===== src/core/pag_pkg.sv =====
// ****************************************************************
// Shared constants and types of the port A pin logic.
// ****************************************************************
`default_nettype none
package pag_pkg;

  // ****************************************************************
  // Register bus geometry.
  // ****************************************************************
  localparam int unsigned ADDR_W = 10;  // Byte address width on APB.
  localparam int unsigned DATA_W = 32;  // APB data width.
  localparam int unsigned PINS   = 8;   // Pins on the port.

  // Register indices; the byte address is four times the index.
  localparam logic [7:0] IDX_DATA = 8'h05;  // Port data register.
  localparam logic [7:0] IDX_DIR  = 8'h85;  // Direction register.
  localparam logic [7:0] IDX_CMP  = 8'h1F;  // Comparator control.
  localparam logic [7:0] IDX_VREF = 8'h9F;  // Voltage reference control.
  localparam logic [7:0] IDX_SET  = 8'hE5;  // Read-modify-write bit set.
  localparam logic [7:0] IDX_CLR  = 8'hE6;  // Read-modify-write bit clear.

  // ****************************************************************
  // Values after reset.
  // ****************************************************************
  localparam logic [7:0] DATA_RST = 8'h00;  // Output latch.
  localparam logic [7:0] DIR_RST  = 8'hFF;  // All pins are inputs.
  localparam logic [7:0] CMP_RST  = 8'h00;  // Comparators in reset.
  localparam logic [7:0] VREF_RST = 8'h00;  // Reference off.

  // ****************************************************************
  // Field positions of the comparator and reference controls.
  // ****************************************************************
  localparam int unsigned CM_LSB   = 0;  // Comparator mode, 3 bits.
  localparam int unsigned CIS_BIT  = 3;  // Comparator input select.
  localparam int unsigned C1INV    = 4;  // Comparator 1 invert.
  localparam int unsigned C2INV    = 5;  // Comparator 2 invert.
  localparam int unsigned C1OUT    = 6;  // Comparator 1 result.
  localparam int unsigned C2OUT    = 7;  // Comparator 2 result.
  localparam int unsigned VR_LSB   = 0;  // Reference level, 4 bits.
  localparam int unsigned VRR_BIT  = 5;  // Reference range.
  localparam int unsigned VROE_BIT = 6;  // Reference output on pin 2.
  localparam int unsigned VREN_BIT = 7;  // Reference enable.
  localparam logic [7:0]  CMP_WMASK  = 8'h3F;  // Result bits read only.
  localparam logic [7:0]  VREF_WMASK = 8'hEF;  // Bit 4 is unused.

  // Comparator modes that the port logic must tell apart.
  localparam logic [2:0] CM_RESET   = 3'h0;  // Inputs grounded.
  localparam logic [2:0] CM_OUTPUTS = 3'h6;  // Results on pins 3 and 4.
  localparam logic [2:0] CM_OFF     = 3'h7;  // All pins digital.

  // Analog input masks per comparator mode.
  localparam logic [7:0] ANA_ALL4   = 8'h0F;  // Pins 0 to 3.
  localparam logic [7:0] ANA_LOW3   = 8'h07;  // Pins 0 to 2.
  localparam logic [7:0] ANA_NONE   = 8'h00;  // No analog pins.

  // Pin numbers with special roles.
  localparam int unsigned PIN_VREF = 2;  // Reference output.
  localparam int unsigned PIN_CMP1 = 3;  // Comparator 1 output.
  localparam int unsigned PIN_OD   = 4;  // Open drain, timer clock.
  localparam int unsigned PIN_HV   = 5;  // Input only, programming.
  localparam int unsigned PIN_OSC2 = 6;  // Oscillator output side.
  localparam int unsigned PIN_OSC1 = 7;  // Oscillator input side.

  // ****************************************************************
  // Types.
  // ****************************************************************
  // Output driver style of one pin.
  typedef enum logic [1:0]
  {
    PAG_DRV_PUSHPULL,
    PAG_DRV_OPEN_DRAIN,
    PAG_DRV_INPUT_ONLY
  } pag_drv_t;

  // Everything a pin cell needs from the port registers.
  typedef struct packed
  {
    logic latch;     // Output latch bit.
    logic dirInput;  // Direction bit, 1 means input.
    logic altEn;     // Peripheral owns the output value.
    logic altVal;    // Peripheral output value.
    logic analog;    // Pin serves an analog function.
    logic oscClaim;  // Oscillator owns the pin.
  } pag_pin_ctl_t;

  // Output side of one pad.
  typedef struct packed
  {
    logic out;  // Level driven when enabled.
    logic oe;   // Driver enable.
  } pag_pad_t;

endpackage
`default_nettype wire


===== src/core/pag_port_a.sv =====
// Behaviour
// - Eight-bit output latch, one bit per pin.
// - Pin four: open-drain driver, timer clock input.
// - Pin five is input only, never driven.
// - Other pins have push-pull outputs.
// - Direction one floats pin, zero drives latch.
// - Reads return pin levels, writes load latch.
// - Set and clear writes sample pins, modify bits, store latch.
// - Comparator and reference controls select pin functions.
// - Comparator input pins read as zero.
// - High voltage on pin five enters programming.
// - Reset: all inputs, comparator inputs grounded.
// - Oscillator pins ignore direction, read zero.
// - Comparator output mode drives pins three, four.
// - Enabled peripheral takes pin from general use; direction bits still steer analog and comparator output pins.
//
// Local design decisions: the APB slave port and the register addresses.
`timescale 1ns/1ps
`default_nettype none
module pag_port_a
(
  input  wire  logic                       clk,
  input  wire  logic                       rstn,
  input  wire  logic [pag_pkg::ADDR_W-1:0] paddr,
  input  wire  logic                       psel,
  input  wire  logic                       penable,
  input  wire  logic                       pwrite,
  input  wire  logic [pag_pkg::DATA_W-1:0] pwdata,
  output logic       [pag_pkg::DATA_W-1:0] prdata,
  output logic                             pready,
  output logic                             pslverr,
  input  wire  logic [7:0]                 padIn,
  output logic       [7:0]                 padOut,
  output logic       [7:0]                 padOe,
  input  wire  logic                       cmp1Out,
  input  wire  logic                       cmp2Out,
  input  wire  logic [1:0]                 oscClaim,
  input  wire  logic                       pin5HighVolt,
  output logic                             progMode,
  output logic                             timer0ExtClk,
  output logic       [2:0]                 cmpMode,
  output logic       [1:0]                 cmpInvert,
  output logic                             cmpInputSelect,
  output logic                             cmpInForceGnd,
  output logic                             vrefEnable,
  output logic                             vrefOutEnable,
  output logic                             vrefRange,
  output logic       [3:0]                 vrefLevel
);

  // ****************************************************************
  // Helpers.
  // ****************************************************************
  // Pins that the comparator and reference take as analog pins.
  function automatic logic [7:0] analogPins(input logic [2:0] mode,
                                            input logic       vrefOut);
    logic [7:0] m;
    m = pag_pkg::ANA_ALL4;
    case (mode)
      pag_pkg::CM_OFF:     m = pag_pkg::ANA_NONE;
      pag_pkg::CM_OUTPUTS: m = pag_pkg::ANA_LOW3;
      default:             m = pag_pkg::ANA_ALL4;
    endcase
    if (vrefOut)
    begin
      m[pag_pkg::PIN_VREF] = 1'b1;
    end
    return m;
  endfunction

  // True when a byte address hits the given register index.
  function automatic logic hits(input logic [pag_pkg::ADDR_W-1:0] a,
                                input logic [7:0]                 idx);
    return a == {idx, 2'b00};
  endfunction

  // ****************************************************************
  // Registers and decode.
  // ****************************************************************
  logic [7:0] latchQ;     // Output latch.
  logic [7:0] dirQ;       // Direction bits, 1 means input.
  logic [7:0] cmpCtlQ;    // Comparator control, writable part.
  logic [7:0] vrefCtlQ;   // Reference control.
  logic [7:0] rdByteQ;    // Read data captured in the setup phase.
  logic       errQ;       // Unmapped address seen in setup.
  logic       progModeQ;  // Programming mode entered.
  logic       t0ClkQ;     // Timer 0 clock level.
  logic [7:0] pinRead;    // Gated pin levels.
  logic [7:0] anaMask;    // Pins in analog use.
  logic       setup;      // APB setup phase.
  logic       access;     // APB access phase.
  logic       wrEn;       // Write takes effect this edge.
  logic       mapped;     // Address hits a register.
  logic [7:0] wByte;      // Low byte of the write data.
  logic       cmpOutMode; // Comparator results go to pins 3 and 4.

  assign setup  = psel && !penable;
  assign access = psel && penable;
  assign wByte  = pwdata[7:0];
  assign mapped = hits(paddr, pag_pkg::IDX_DATA) ||
                  hits(paddr, pag_pkg::IDX_DIR)  ||
                  hits(paddr, pag_pkg::IDX_CMP)  ||
                  hits(paddr, pag_pkg::IDX_VREF) ||
                  hits(paddr, pag_pkg::IDX_SET)  ||
                  hits(paddr, pag_pkg::IDX_CLR);
  // A refused write changes nothing.
  assign wrEn   = access && pwrite && mapped;

  // The slave never stalls; the read byte was caught during setup.
  assign pready  = 1'b1;
  assign pslverr = access && errQ;
  assign prdata  = {24'h000000, rdByteQ};

  // ****************************************************************
  // Pin function selection.
  // ****************************************************************
  assign anaMask = analogPins(cmpCtlQ[pag_pkg::CM_LSB +: 3],
                              vrefCtlQ[pag_pkg::VROE_BIT]);
  assign cmpOutMode = cmpCtlQ[pag_pkg::CM_LSB +: 3] == pag_pkg::CM_OUTPUTS;

  // One cell per pin; the driver style is fixed by the pin number.
  for (genvar i = 0; i < 8; i++)
  begin : g_pin
    localparam pag_pkg::pag_drv_t KIND =
      (i == pag_pkg::PIN_OD) ? pag_pkg::PAG_DRV_OPEN_DRAIN :
      (i == pag_pkg::PIN_HV) ? pag_pkg::PAG_DRV_INPUT_ONLY :
                               pag_pkg::PAG_DRV_PUSHPULL;
    pag_pkg::pag_pin_ctl_t ctl;  // Control bundle of this pin.
    pag_pkg::pag_pad_t     pad;  // Driver of this pin.
    // Comparator outputs replace the latch only in their own mode, so
    // a peripheral pin leaves general-purpose use.
    assign ctl.latch    = latchQ[i];
    assign ctl.dirInput = dirQ[i];
    assign ctl.altEn    = cmpOutMode && (i == pag_pkg::PIN_CMP1 ||
                                         i == pag_pkg::PIN_OD);
    assign ctl.altVal   = (i == pag_pkg::PIN_OD) ? cmp2Out : cmp1Out;
    assign ctl.analog   = anaMask[i];
    assign ctl.oscClaim = (i == pag_pkg::PIN_OSC2) ? oscClaim[0] :
                          (i == pag_pkg::PIN_OSC1) ? oscClaim[1] : 1'b0;
    pag_pin_cell #(.KIND(KIND)) u_cell
    (
      .ctl     (ctl),
      .padIn   (padIn[i]),
      .pad     (pad),
      .readBit (pinRead[i])
    );
    assign padOut[i] = pad.out;
    assign padOe[i]  = pad.oe;
  end

  // ****************************************************************
  // Bus read side.
  // ****************************************************************
  // Read data is captured in the setup cycle, so the data output
  // comes from a flip-flop without adding a wait state.
  always_ff @(posedge clk)
  begin
    if (!rstn)
    begin
      rdByteQ <= 8'h00;
      errQ    <= 1'b0;
    end
    else if (setup)
    begin
      errQ <= !mapped;
      if (hits(paddr, pag_pkg::IDX_DATA))
      begin
        rdByteQ <= pinRead;
      end
      else if (hits(paddr, pag_pkg::IDX_DIR))
      begin
        rdByteQ <= dirQ;
      end
      else if (hits(paddr, pag_pkg::IDX_CMP))
      begin
        // Comparator results are live status, the rest is control.
        rdByteQ <= {cmp2Out, cmp1Out, cmpCtlQ[5:0]};
      end
      else if (hits(paddr, pag_pkg::IDX_VREF))
      begin
        rdByteQ <= vrefCtlQ;
      end
      else
      begin
        // Set and clear strobes and unmapped addresses read zero.
        rdByteQ <= 8'h00;
      end
    end
  end

  // ****************************************************************
  // Output latch.
  // ****************************************************************
  // Set and clear writes start from the sampled pin levels, not from the
  // latch, so a pin held low from outside can flip its latch bit.
  always_ff @(posedge clk)
  begin
    if (!rstn)
    begin
      latchQ <= pag_pkg::DATA_RST;
    end
    else if (wrEn && hits(paddr, pag_pkg::IDX_DATA))
    begin
      latchQ <= wByte;
    end
    else if (wrEn && hits(paddr, pag_pkg::IDX_SET))
    begin
      latchQ <= pinRead | wByte;
    end
    else if (wrEn && hits(paddr, pag_pkg::IDX_CLR))
    begin
      latchQ <= pinRead & ~wByte;
    end
  end

  // ****************************************************************
  // Direction and function control.
  // ****************************************************************
  // Direction bits keep steering the drivers in analog modes too.
  always_ff @(posedge clk)
  begin
    if (!rstn)
    begin
      dirQ <= pag_pkg::DIR_RST;
    end
    else if (wrEn && hits(paddr, pag_pkg::IDX_DIR))
    begin
      dirQ <= wByte;
    end
  end

  // Reset leaves the comparators in the grounded-input mode.
  always_ff @(posedge clk)
  begin
    if (!rstn)
    begin
      cmpCtlQ  <= pag_pkg::CMP_RST;
      vrefCtlQ <= pag_pkg::VREF_RST;
    end
    else if (wrEn && hits(paddr, pag_pkg::IDX_CMP))
    begin
      cmpCtlQ <= wByte & pag_pkg::CMP_WMASK;
    end
    else if (wrEn && hits(paddr, pag_pkg::IDX_VREF))
    begin
      vrefCtlQ <= wByte & pag_pkg::VREF_WMASK;
    end
  end

  assign cmpMode        = cmpCtlQ[pag_pkg::CM_LSB +: 3];
  assign cmpInvert      = {cmpCtlQ[pag_pkg::C2INV], cmpCtlQ[pag_pkg::C1INV]};
  assign cmpInputSelect = cmpCtlQ[pag_pkg::CIS_BIT];
  assign cmpInForceGnd  = cmpMode == pag_pkg::CM_RESET;
  assign vrefEnable     = vrefCtlQ[pag_pkg::VREN_BIT];
  assign vrefOutEnable  = vrefCtlQ[pag_pkg::VROE_BIT];
  assign vrefRange      = vrefCtlQ[pag_pkg::VRR_BIT];
  assign vrefLevel      = vrefCtlQ[pag_pkg::VR_LSB +: 4];

  // ****************************************************************
  // Pin five and pin four side functions.
  // ****************************************************************
  // Programming mode follows the high-voltage detector; the port
  // keeps working normally while it is set.
  always_ff @(posedge clk)
  begin
    if (!rstn)
    begin
      progModeQ <= 1'b0;
    end
    else
    begin
      progModeQ <= pin5HighVolt;
    end
  end

  // The timer clock taps the Schmitt input directly, so it still
  // counts while the pin also drives as a comparator output.
  always_ff @(posedge clk)
  begin
    if (!rstn)
    begin
      t0ClkQ <= 1'b0;
    end
    else
    begin
      t0ClkQ <= padIn[pag_pkg::PIN_OD];
    end
  end

  assign progMode     = progModeQ;
  assign timer0ExtClk = t0ClkQ;

  // ****************************************************************
  // Assertions.
  // ****************************************************************
  a_dir_after_reset: assert property (
    @(posedge clk) disable iff (!rstn)
    $rose(rstn) |-> dirQ == 8'hFF && cmpInForceGnd)
    else $error("Direction or comparator mode wrong after reset.");

  a_pin5_never_driven: assert property (
    @(posedge clk) disable iff (!rstn)
    !padOe[5])
    else $error("Pin five is driven.");

  a_pin4_open_drain: assert property (
    @(posedge clk) disable iff (!rstn)
    padOe[4] |-> !padOut[4] && !dirQ[4])
    else $error("Pin four drives high or without direction.");

  a_dir_input_floats: assert property (
    @(posedge clk) disable iff (!rstn)
    dirQ[0] |-> !padOe[0])
    else $error("Input pin zero is driven.");

  a_dir_output_drives: assert property (
    @(posedge clk) disable iff (!rstn)
    !dirQ[1] |-> padOe[1] && padOut[1] == latchQ[1])
    else $error("Output pin one not driving its latch.");

  a_data_write_latch: assert property (
    @(posedge clk) disable iff (!rstn)
    access && pwrite && hits(paddr, pag_pkg::IDX_DATA)
      |=> latchQ == $past(pwdata[7:0]) && padOut[0] == $past(pwdata[0]))
    else $error("Data write did not reach the latch.");

  a_rmw_set_bits: assert property (
    @(posedge clk) disable iff (!rstn)
    access && pwrite && hits(paddr, pag_pkg::IDX_SET)
      |=> latchQ == ($past(pinRead) | $past(pwdata[7:0])))
    else $error("Bit set did not start from pin levels.");

  a_read_pin_levels: assert property (
    @(posedge clk) disable iff (!rstn)
    setup && !pwrite && hits(paddr, pag_pkg::IDX_DATA)
      |=> prdata[7:0] == $past(pinRead) ##0 pready)
    else $error("Port read did not return pin levels.");

  a_analog_reads_zero: assert property (
    @(posedge clk) disable iff (!rstn)
    cmpMode != pag_pkg::CM_OFF |-> pinRead[3:0] == 4'h0 ||
      cmpMode == pag_pkg::CM_OUTPUTS && pinRead[2:0] == 3'h0)
    else $error("Comparator input pin reads non-zero.");

  a_osc_claim_pins: assert property (
    @(posedge clk) disable iff (!rstn)
    oscClaim == 2'h3 |-> padOe[7:6] == 2'h0 && pinRead[7:6] == 2'h0)
    else $error("Oscillator pins not overridden.");

  a_prog_entry: assert property (
    @(posedge clk) disable iff (!rstn)
    pin5HighVolt ##1 pin5HighVolt |-> progMode)
    else $error("Programming mode not entered.");

  a_cmp_output_pin: assert property (
    @(posedge clk) disable iff (!rstn)
    cmpOutMode && !dirQ[3] |-> padOe[3] && padOut[3] == cmp1Out)
    else $error("Comparator 1 result not on pin three.");

endmodule
`default_nettype wire


===== src/core/pag_pin_cell.sv =====
`timescale 1ns/1ps
`default_nettype none
// ****************************************************************
// One port pin: driver style, direction and read-back gating.
// ****************************************************************
module pag_pin_cell
#(
  parameter pag_pkg::pag_drv_t KIND = pag_pkg::PAG_DRV_PUSHPULL
)
(
  input  wire  pag_pkg::pag_pin_ctl_t ctl,
  input  wire  logic                  padIn,
  output var   pag_pkg::pag_pad_t     pad,
  output logic                        readBit
);

  logic drive;  // Pin is an output right now.
  logic value;  // Level the pin would carry.

  // The oscillator overrides the direction bit; otherwise a cleared
  // direction bit turns the driver on, also for peripheral outputs.
  assign drive = !ctl.oscClaim && !ctl.dirInput;
  assign value = ctl.altEn ? ctl.altVal : ctl.latch;

  // Driver style picks how the level reaches the wire.
  always_comb
  begin
    case (KIND)
      pag_pkg::PAG_DRV_PUSHPULL:
      begin
        pad.out = value;
        pad.oe  = drive;
      end
      pag_pkg::PAG_DRV_OPEN_DRAIN:
      begin
        // Only pulls low; a high level comes from an external pull-up.
        pad.out = 1'b0;
        pad.oe  = drive && !value;
      end
      default:
      begin
        // No driver exists, so latch and direction never reach the pin.
        pad.out = 1'b0;
        pad.oe  = 1'b0;
      end
    endcase
  end

  // Analog and oscillator pins have their digital input cut off.
  assign readBit = (ctl.analog || ctl.oscClaim) ? 1'b0 : padIn;

endmodule
`default_nettype wire


===== config.mk =====
export PLATFORM = sky130hd
export DESIGN_NAME = pag_port_a
export DESIGN_NICKNAME = d
export VERILOG_FILES = /design/src/core/pag_pkg.sv /design/src/core/pag_port_a.sv /design/src/core/pag_pin_cell.sv
export SDC_FILE = /design/constraint.sdc
export NUM_CORES = 1
export LEC_CHECK = 0
export CAP_MARGIN = 40
export CORE_MARGIN = 2
export CORE_UTILIZATION = 65
export CTS_BUF_LIST = sky130_fd_sc_hd__clkbuf_8
export DETAILED_ROUTE_END_ITERATION = 8
export DONT_BUFFER_PORTS = 1
export PLACE_DENSITY = 0.79
export SLEW_MARGIN = 10
export SYNTH_ARGS = -nofsm -noshare
export SYNTH_HDL_FRONTEND = slang
export SYNTH_HIERARCHICAL = 1
export SYNTH_SLANG_ARGS = --single-unit

===== constraint.sdc =====
create_clock -name clk -period 4.3 [get_ports clk]
set_clock_uncertainty 0.1 [all_clocks]
set_input_delay 0.215 -clock clk [delete_from_list [all_inputs] [get_ports clk]]
set_output_delay 0.215 -clock clk [all_outputs]
set_load 0.1 [all_outputs]

==> metrics.md, run 1 <==
| Metric | Value |
|---|---|
| Status | `finished clean` |
| Num ports | `126` |
| Die W | `66.4 µm` |
| Most frequent cells in the layout | `conb_1 (48), dfxtp_1 (39), buf_8 (28)` |
| CTS tree | `built` |
| NetSw | `0.000306 W` |
| Sink Count | `39` |
| Post-synth design cell area | `2530 µm²` |
| DR pass1 iterations | `4` |
| Data arrival, critical path | `2.20 ns` |
| Worst-path maximum fanout | `6` |
| WHS | `0.00361 ns` |
| Finished Cell Area | `3150 µm²` |
| Non-Filler Instances | `377` |
| Die area | `4410 µm²` |
| Final worst setup slack | `1.79 ns` |
| Flop pwr share | `0.432` |
| Initial DRC Count | `141` |
| Setup crit end kind | `output pin` |
| Buf+Inv Stages, Crit Path | `2` |
| Int Power | `0.000538 W` |
| Std-Cell Rows | `22` |
| Chip Height | `66.4 µm` |
| Avg Inst Size Synth | `9.05 µm²` |
| RSZ-0062 raised after global routing | `false` |
| CTS resizes | `0` |
| CP dominant cell by count | `buf_4` |
| Cells after synthesis | `280` |
| Crit start category | `flip-flop` |
| Placed Area | `2920 µm²` |
| Port buffer count | `0` |
| Switch share | `0.362` |
| Slew @ Worst Pin | `0.899 ns` |
| Reg clk slew, reported paths | `0.07 ns` |
| Final min period | `2.51 ns` |
| Drc violations | `0` |
| Post-DP HPWL | `4680 µm` |
| Clk Latency, worst-skew pair | `0.29 ns` |
| Worst min-delay path category | `input pin to flip-flop` |
| CP max stage delay | `0.34 ns` |
| Vias in the first global route | `2179` |
| Vias | `2238` |
| Htree depth | `2` |
| Placer congestion estimate | `0.823` |
| Area grow syn2layout | `24.2%` |
| Clk network pwr share | `0.329` |
| Critical path type | `flip-flop to output pin` |
| DR WL/cell | `18.3 µm` |
| Pleak | `1.34 nW` |
| Final slew viol count | `0` |
| Crit-path cells | `buf_4, nand2_1, nor2_1, nor2b_1, a2111oi_4, buf_4` |
| DP Cell Count | `356` |
| Initial Util | `0.682` |
| Family with the most delay on the worst path | `buffers and inverters` |
| Share of power burned in combinational logic | `0.239` |
| Critical Path Slowest Stage Cell | `a2111oi_4` |
| ANT cells | `0` |
| Clock Path Buffers | `2` |
| Max-slew headroom | `0.396` |
| Synth warn | `6` |
| Core ar. | `3720 µm²` |
| Ratio of final minimum period to clock period | `0.584` |
| Commonest non-fill, non-tap cell in the layout | `conb_1` |
| Maximum VDD drop | `0.000200 V` |
| Setup Viol. Count Final | `0` |
| Post-route setup TNS | `0 ns` |
| P per Cell Area | `268 nW/µm²` |
| Root Driver | `clkbuf_8` |
| Final Hold Viols | `0` |
| Share of layout cells above drive strength 1 | `0.225` |
| Initial antenna violation count | `0` |
| Routed Antenna Nets | `0` |
| Crit path required time | `3.98 ns` |
| GRT overflow | `0` |
| Max Clock Freq | `0.398 GHz` |
| First-pass GRT wire length | `10700 µm` |
| Vias per cell | `5.94` |
| Total CTS buffers | `5` |
| Total track usage | `0.326` |
| Worst slack, placed | `2.11 ns` |
| Largest net degree at the start of global routing | `21` |
| Layout Nets | `388` |
| MaxCap Viol Count | `0` |
| WL final | `6900 µm` |
-- sequential cells by signal, indices dropped and copies added (netlist names) --
name          cells
rdByteQ           8
progMode          1
latchQ            7
vrefCtlQ          7
dirQ              8
errQ              1
timer0ExtClk      1
cmpCtlQ           6
-- through the flow --
stage	power (W)	util
after floorplan	0.000575	-
after global placement	0.000550	0.666
after detailed placement	0.000558	0.785
after CTS	0.000843	0.847
after global routing	0.000869	0.847
final	0.000843	0.847
-- worst register-to-register path, delay by kind of cell (launching register included) --
kind | cells | cell delay, ns
compound gates | 2 | 0.36
buf+inv | 1 | 0.34
flops | 1 | 0.37
simple gates | 4 | 0.90
-- power by group through the flow --
stage          Combinational (W)  Sequential (W)  Clock [W]
3_5_place_dp            0.000185        0.000373          0
5_1_grt                 0.000208        0.000365   0.000296
4_1_cts                 0.000199        0.000364   0.000279
3_3_place_gp            0.000166        0.000384          0
6_report                0.000202        0.000364   0.000277
2_1_floorplan           0.000192        0.000384          0
-- final cells by class --
type / instances / area [µm²]
clock inverters: 1 / 3.75
fillers: 225 / 569
well taps: 48 / 60.1
clock buffers: 7 / 96.3
flip-flops and latches: 39 / 781
multi-input cells: 228 / 1560
inverters: 3 / 11.3
repair buffers: 51 / 633
-- routing by layer --
| metal | wire length, µm | track usage | share of wire |
|---|---|---|---|
| met1 | 2730 | 0.389 | 0.39 |
| met2 | 3430 | 0.564 | 0.50 |
| met3 | 635 | 0.0818 | 0.092 |
| met4 | 107 | 0.115 | 0.015 |
| met5 | 0 | 0 | 0 |
-- final timing paths --
kind         startpoint           to  slack (ns)  depth (start not counted)
max          cmpCtlQ[2]     padOe[4]        1.79                          6
min           pwdata[3]  vrefCtlQ[3]       0.004                          2
max reg2reg  cmpCtlQ[1]    latchQ[2]        2.17                          7
min reg2reg        errQ         errQ        0.36                          2
-- repair_timing --
item	in CTS	in global routing
endpoints found under the hold margin	29	0
setup buffers	0	0
hold buffers	13	0
Power figures use the tool's default switching activity.
==> run 2: changes to the inputs <==
ABC_AREA = 1   (was default)
CORE_UTILIZATION = 60   (was 65)
PLACE_DENSITY = 0.77   (was 0.79)
clock period = 2.1 ns   (was 4.3 ns; I/O delays follow)
==> metrics.md, run 2 <==
| Metric | Value |
|---|---|
| Layout Nets | `550` |
| P per Cell Area | `596 nW/µm²` |
| Num ports | `126` |
| Sink Count | `39` |
| FF/Latch Area | `785 µm²` |
| WL final | `7470 µm` |
| Chip Height | `70.2 µm` |
| Htree depth | `2` |
| Initial DRC Count | `267` |
| CTS tree | `built` |
| Clk network pwr share | `0.395` |
| RSZ-0062 raised after global routing | `false` |
| Std-Cell Rows | `24` |
| MaxCap Viol Count | `0` |
| Area of the multi-input gates | `1550 µm²` |
| Most frequent cells in the layout | `nand2_1 (121), conb_1 (53), nor2_1 (47)` |
| Slew @ Worst Pin | `0.716 ns` |
| Family with the most delay on the worst path | `simple AND/OR/NAND/NOR gates` |
| Data arrival, critical path | `2.10 ns` |
| Final Hold Viols | `1` |
| Max-slew headroom | `0.521` |
| Ratio of final minimum period to clock period | `0.932` |
| Avg Inst Size Synth | `6.21 µm²` |
| Commonest non-fill, non-tap cell in the layout | `nand2_1` |
| Final slew viol count | `0` |
| Pwr Total | `0.00193 W` |
| CP dominant cell by count | `nand2_1` |
| Die W | `70.2 µm` |
| NetSw | `0.000661 W` |
| Maximum VDD drop | `0.000483 V` |
| Die area | `4920 µm²` |
| Core ar. | `4290 µm²` |
| DR WL/cell | `13.8 µm` |
| Worst min-delay path category | `input pin to flip-flop` |
| Vias | `2906` |
| Placer congestion estimate | `0.994` |
| Vias per cell | `5.35` |
| Post-route setup TNS | `0 ns` |
| Vias in the first global route | `2579` |
| Initial Util | `0.612` |
| Status | `complete, but fails checks` |
| ANT cells | `0` |
| Routed Antenna Nets | `0` |
| Synth warn | `6` |
| DR pass1 iterations | `6` |
| Area grow syn2layout | `23.3%` |
| Buf+Inv Stages, Crit Path | `3` |
| Pleak | `1.58 nW` |
| Max Clock Freq | `0.511 GHz` |
| Setup crit end kind | `flip-flop` |
| Post-synth design cell area | `2630 µm²` |
| GRT overflow | `0` |
| Initial antenna violation count | `0` |
| Violated checks | `negative hold slack` |
| Critical Path Slowest Stage Cell | `dlygate4sd3_1` |
| CP max stage delay | `0.55 ns` |
| Share of power burned in combinational logic | `0.220` |
| Reg clk slew, reported paths | `0.08 ns` |
| WHS | `-0.00604 ns` |
| Root Driver | `clkbuf_8` |
| Crit start category | `input pin` |
| Clock Path Buffers | `2` |
| Post-DP HPWL | `4970 µm` |
| Port buffer count | `0` |
| Switch share | `0.342` |
| Largest net degree at the start of global routing | `24` |
| Total CTS buffers | `5` |
| Share of layout cells above drive strength 1 | `0.177` |
| Crit path required time | `2.24 ns` |
| Flop pwr share | `0.386` |
| Biggest regs | `dirQ x8, rdByteQ x8` |
| Crit-path cells | `inv_1, nand2_1, nor2_1, nand2_1, nand2_1, nand2_1, nand2_2, nand3_4, inv_2, nand2_1, nand3_1, dlygate4sd3_1` |
| Drc violations | `0` |
| Postcts setup bufs | `0` |
| First-pass GRT wire length | `11800 µm` |
| Int Power | `0.00127 W` |
| Final min period | `1.96 ns` |
| Critical path type | `input pin to flip-flop` |
| Setup Viol. Count Final | `0` |
| Filler cells | `361` |
| Worst-path maximum fanout | `15` |
| Cells after synthesis | `423` |
| Clk Latency, worst-skew pair | `0.30 ns` |
| Total track usage | `0.301` |
run 2: area by class of cell:
type,count,area share
Multi-Input combinational cell,335,0.479
Sequential cell,39,0.242
Tap cell,52,0.0201
Timing Repair Buffer,61,0.161
Clock buffer,5,0.0212
Inverter,48,0.0556
Clock inverter,3,0.0209
run 2: worst min-delay path: cells and delay by family:
kind             cells  cell delay (ns)
and+or+nand+nor      4             0.25
run 2: stage by stage:
stage | utilization | setup WS [ns] | std cells | instance area [µm²]
final | 0.754 | 0.144 | 543 | 3240
after global placement | 0.686 | 0.391 | 520 | 2950
after CTS | 0.753 | 0.161 | 543 | 3230
after global routing | 0.754 | 0.0343 | 543 | 3240
after floorplan | - | 0.251 | 472 | 2830
after detailed placement | 0.686 | 0.340 | 520 | 2950
run 2: final timing paths:
kind,from,end,slack (ns),depth (start not counted)
worst max-delay path,paddr[0],dirQ[7],0.14,12
worst min-delay path,pwdata[2],latchQ[2],-0.006,4
worst max register to register,cmpCtlQ[2],rdByteQ[2],0.77,8
worst min register to register,rdByteQ[0],rdByteQ[0],0.37,2
run 2: routing by layer:
metal | up-vias | global-route usage | part of all wire
li1 | 1396 | - | -
met1 | 1232 | 0.362 | 0.37
met2 | 227 | 0.481 | 0.46
met3 | 51 | 0.0678 | 0.11
met4 | 0 | 0.194 | 0.068
met5 | - | 0 | 0
run 2: what timing repair did:
item	CTS	global route
hold buffers	15	0
endpoints found under the setup margin	0	1
endpoints found under the hold margin	32	0
resized for setup	0	1
run 2: power groups by stage:
stage | clock, W | combinational, W | sequential (W)
5_1_grt | 0.000795 | 0.000440 | 0.000745
4_1_cts | 0.000765 | 0.000418 | 0.000745
3_5_place_dp | 0 | 0.000380 | 0.000762
2_1_floorplan | 0 | 0.000378 | 0.000785
3_3_place_gp | 0 | 0.000378 | 0.000762
6_report | 0.000763 | 0.000424 | 0.000745
==> run 3: changes to the inputs <==
ABC_CLOCK_PERIOD_IN_PS = 2100   (was default)
CORE_ASPECT_RATIO = 1.4   (was default)
==> metrics.md, run 3 (synthesized netlist as in run 2, its figures left out) <==
| Metric | Value |
|---|---|
| Status | `complete, but fails checks` |
| Violated checks | `negative hold slack` |
| Post-route setup TNS | `0 ns` |
| Max-slew headroom | `0.526` |
| Worst-path maximum fanout | `19` |
| Maximum VDD drop | `0.000441 V` |
| Num ports | `126` |
| Reg clk slew, reported paths | `0.08 ns` |
| Crit start category | `input pin` |
| First-pass GRT wire length | `11200 µm` |
| Drc violations | `0` |
| Placer congestion estimate | `0.946` |
| Vias per cell | `5.20` |
| Data arrival, critical path | `2.05 ns` |
| RSZ-0062 raised after global routing | `false` |
| Initial antenna violation count | `0` |
| Std-Cell Rows | `28` |
| Max Clock Freq | `0.526 GHz` |
| Placed Area | `2940 µm²` |
| Critical Path Slowest Stage Cell | `dlygate4sd3_1` |
| Initial DRC Count | `178` |
| WL final | `7110 µm` |
| DP Cell Count | `513` |
| Post-DP HPWL | `5290 µm` |
| Clock Path Buffers | `2` |
| Worst min-delay path category | `input pin to flip-flop` |
| Layout Nets | `550` |
| Clk Latency, worst-skew pair | `0.30 ns` |
| Root Driver | `clkbuf_8` |
| Total track usage | `0.300` |
| Vias | `2786` |
| CTS tree | `built` |
| R2R Path End | `rdByteQ[0]` |
| Final worst setup slack | `0.198 ns` |
| Final min period | `1.90 ns` |
| Setup Viol. Count Final | `0` |
| GRT overflow | `0` |
| Largest net degree at the start of global routing | `24` |
| CP dominant cell by count | `nand2_1` |
| Sink Count | `39` |
| Final Hold Viols | `1` |
| CP max stage delay | `0.55 ns` |
| Pleak | `1.56 nW` |
| Vias in the first global route | `2474` |
| Flop2flop setup slack | `0.80 ns` |
| Critical path type | `input pin to flip-flop` |
| Chip Height | `82.3 µm` |
| Ratio of final minimum period to clock period | `0.906` |
| Die W | `59.9 µm` |
| ANT cells | `0` |
| Crit-path cells | `inv_1, nand2_1, nor2_1, nand2_1, nand2_1, nand2_1, nand2_4, nand3_2, inv_2, nand2_1, nand3_1, dlygate4sd3_1` |
| Biggest regs | `dirQ x8, rdByteQ x8` |
| P per Cell Area | `527 nW/µm²` |
| Initial Util | `0.625` |
| Total CTS buffers | `5` |
| Min-Delay Startpoint | `pwdata[7]` |
| FF-to-FF Start | `cmpCtlQ[0]` |
| Finished Cell Area | `3180 µm²` |
| Slew @ Worst Pin | `0.708 ns` |
| Crit path required time | `2.25 ns` |
| Non-Filler Instances | `536` |
| Htree depth | `2` |
| WHS | `-0.00100 ns` |
| Port buffer count | `0` |
| Routed Antenna Nets | `0` |
| Most frequent cells in the layout | `nand2_1 (121), conb_1 (53), nor2_1 (47)` |
| Postcts setup bufs | `0` |
| Core ar. | `4200 µm²` |
| Setup crit end kind | `flip-flop` |
| WHS Endpoint | `latchQ[7]` |
| Share of layout cells above drive strength 1 | `0.177` |
| Worst slack, placed | `0.290 ns` |
| Hold path depth | `5` |
| Area grow syn2layout | `20.9%` |
| DR pass1 iterations | `6` |
| Die area | `4930 µm²` |
| Commonest non-fill, non-tap cell in the layout | `nand2_1` |
| DR WL/cell | `13.3 µm` |
| Final slew viol count | `0` |
| Worst Reg2Reg Path Length in Cells | `5` |
| MaxCap Viol Count | `0` |
run 3: worst max path at each step:
stage / endpoint / from / slack, ns / cells past startpoint
after detailed placement: dirQ[0] / paddr[0] / 0.29 / 11
after global routing: dirQ[5] / paddr[0] / 0.03 / 12
after CTS: dirQ[5] / paddr[0] / 0.07 / 12
after global placement: dirQ[6] / paddr[0] / 0.33 / 11
final: dirQ[5] / paddr[0] / 0.20 / 12
after floorplan: padOe[4] / cmpCtlQ[2] / 0.25 / 4
run 3: cell type report:
cell class / count / area [µm²]
Multi-Input combinational cell: 335 / 1550
Fill cell: 347 / 1030
Sequential cell: 39 / 785
Timing Repair Buffer: 61 / 520
Inverter: 48 / 180
Clock buffer: 5 / 68.8
Tap cell: 45 / 56.3
Clock inverter: 3 / 15.0
run 3: per-stage QoR:
stage	utilization	total power [W]	hold slack [ns]
3_5_place_dp	0.699	0.00114	0.0963
6_report	0.755	0.00167	-0.00100
4_1_cts	0.754	0.00166	0.00267
5_1_grt	0.755	0.00172	0.0430
3_3_place_gp	0.699	0.00114	0.0928
2_1_floorplan	-	0.00116	0.103
run 3: repair_timing:
action | in CTS | in global routing
hold buffers | 15 | 0
setup endpoints to repair | 0 | 1
gates resized for setup | 0 | 1
hold endpoints to repair | 32 | 0
run 3: routing by layer:
layer  routed length, µm  vias up  track usage
met2                3610      145        0.525
met3                 595       33       0.0576
met5                   0        -            0
met1                2610     1213        0.342
li1                    -     1395            -
met4                 293        0        0.142
run 3: power breakdown:
part	internal [W]	total (W)	switching [W]
Sequential	0.000743	0.000745	0.00000184
Combinational	0.0000535	0.000420	0.000367
Clock	0.000228	0.000510	0.000282
run 3: worst max-delay path: cells and delay by family:
kind / cells / cell delay (ns)
buffers and inverters: 3 / 0.78
AND/OR/NAND/NOR: 9 / 1.18
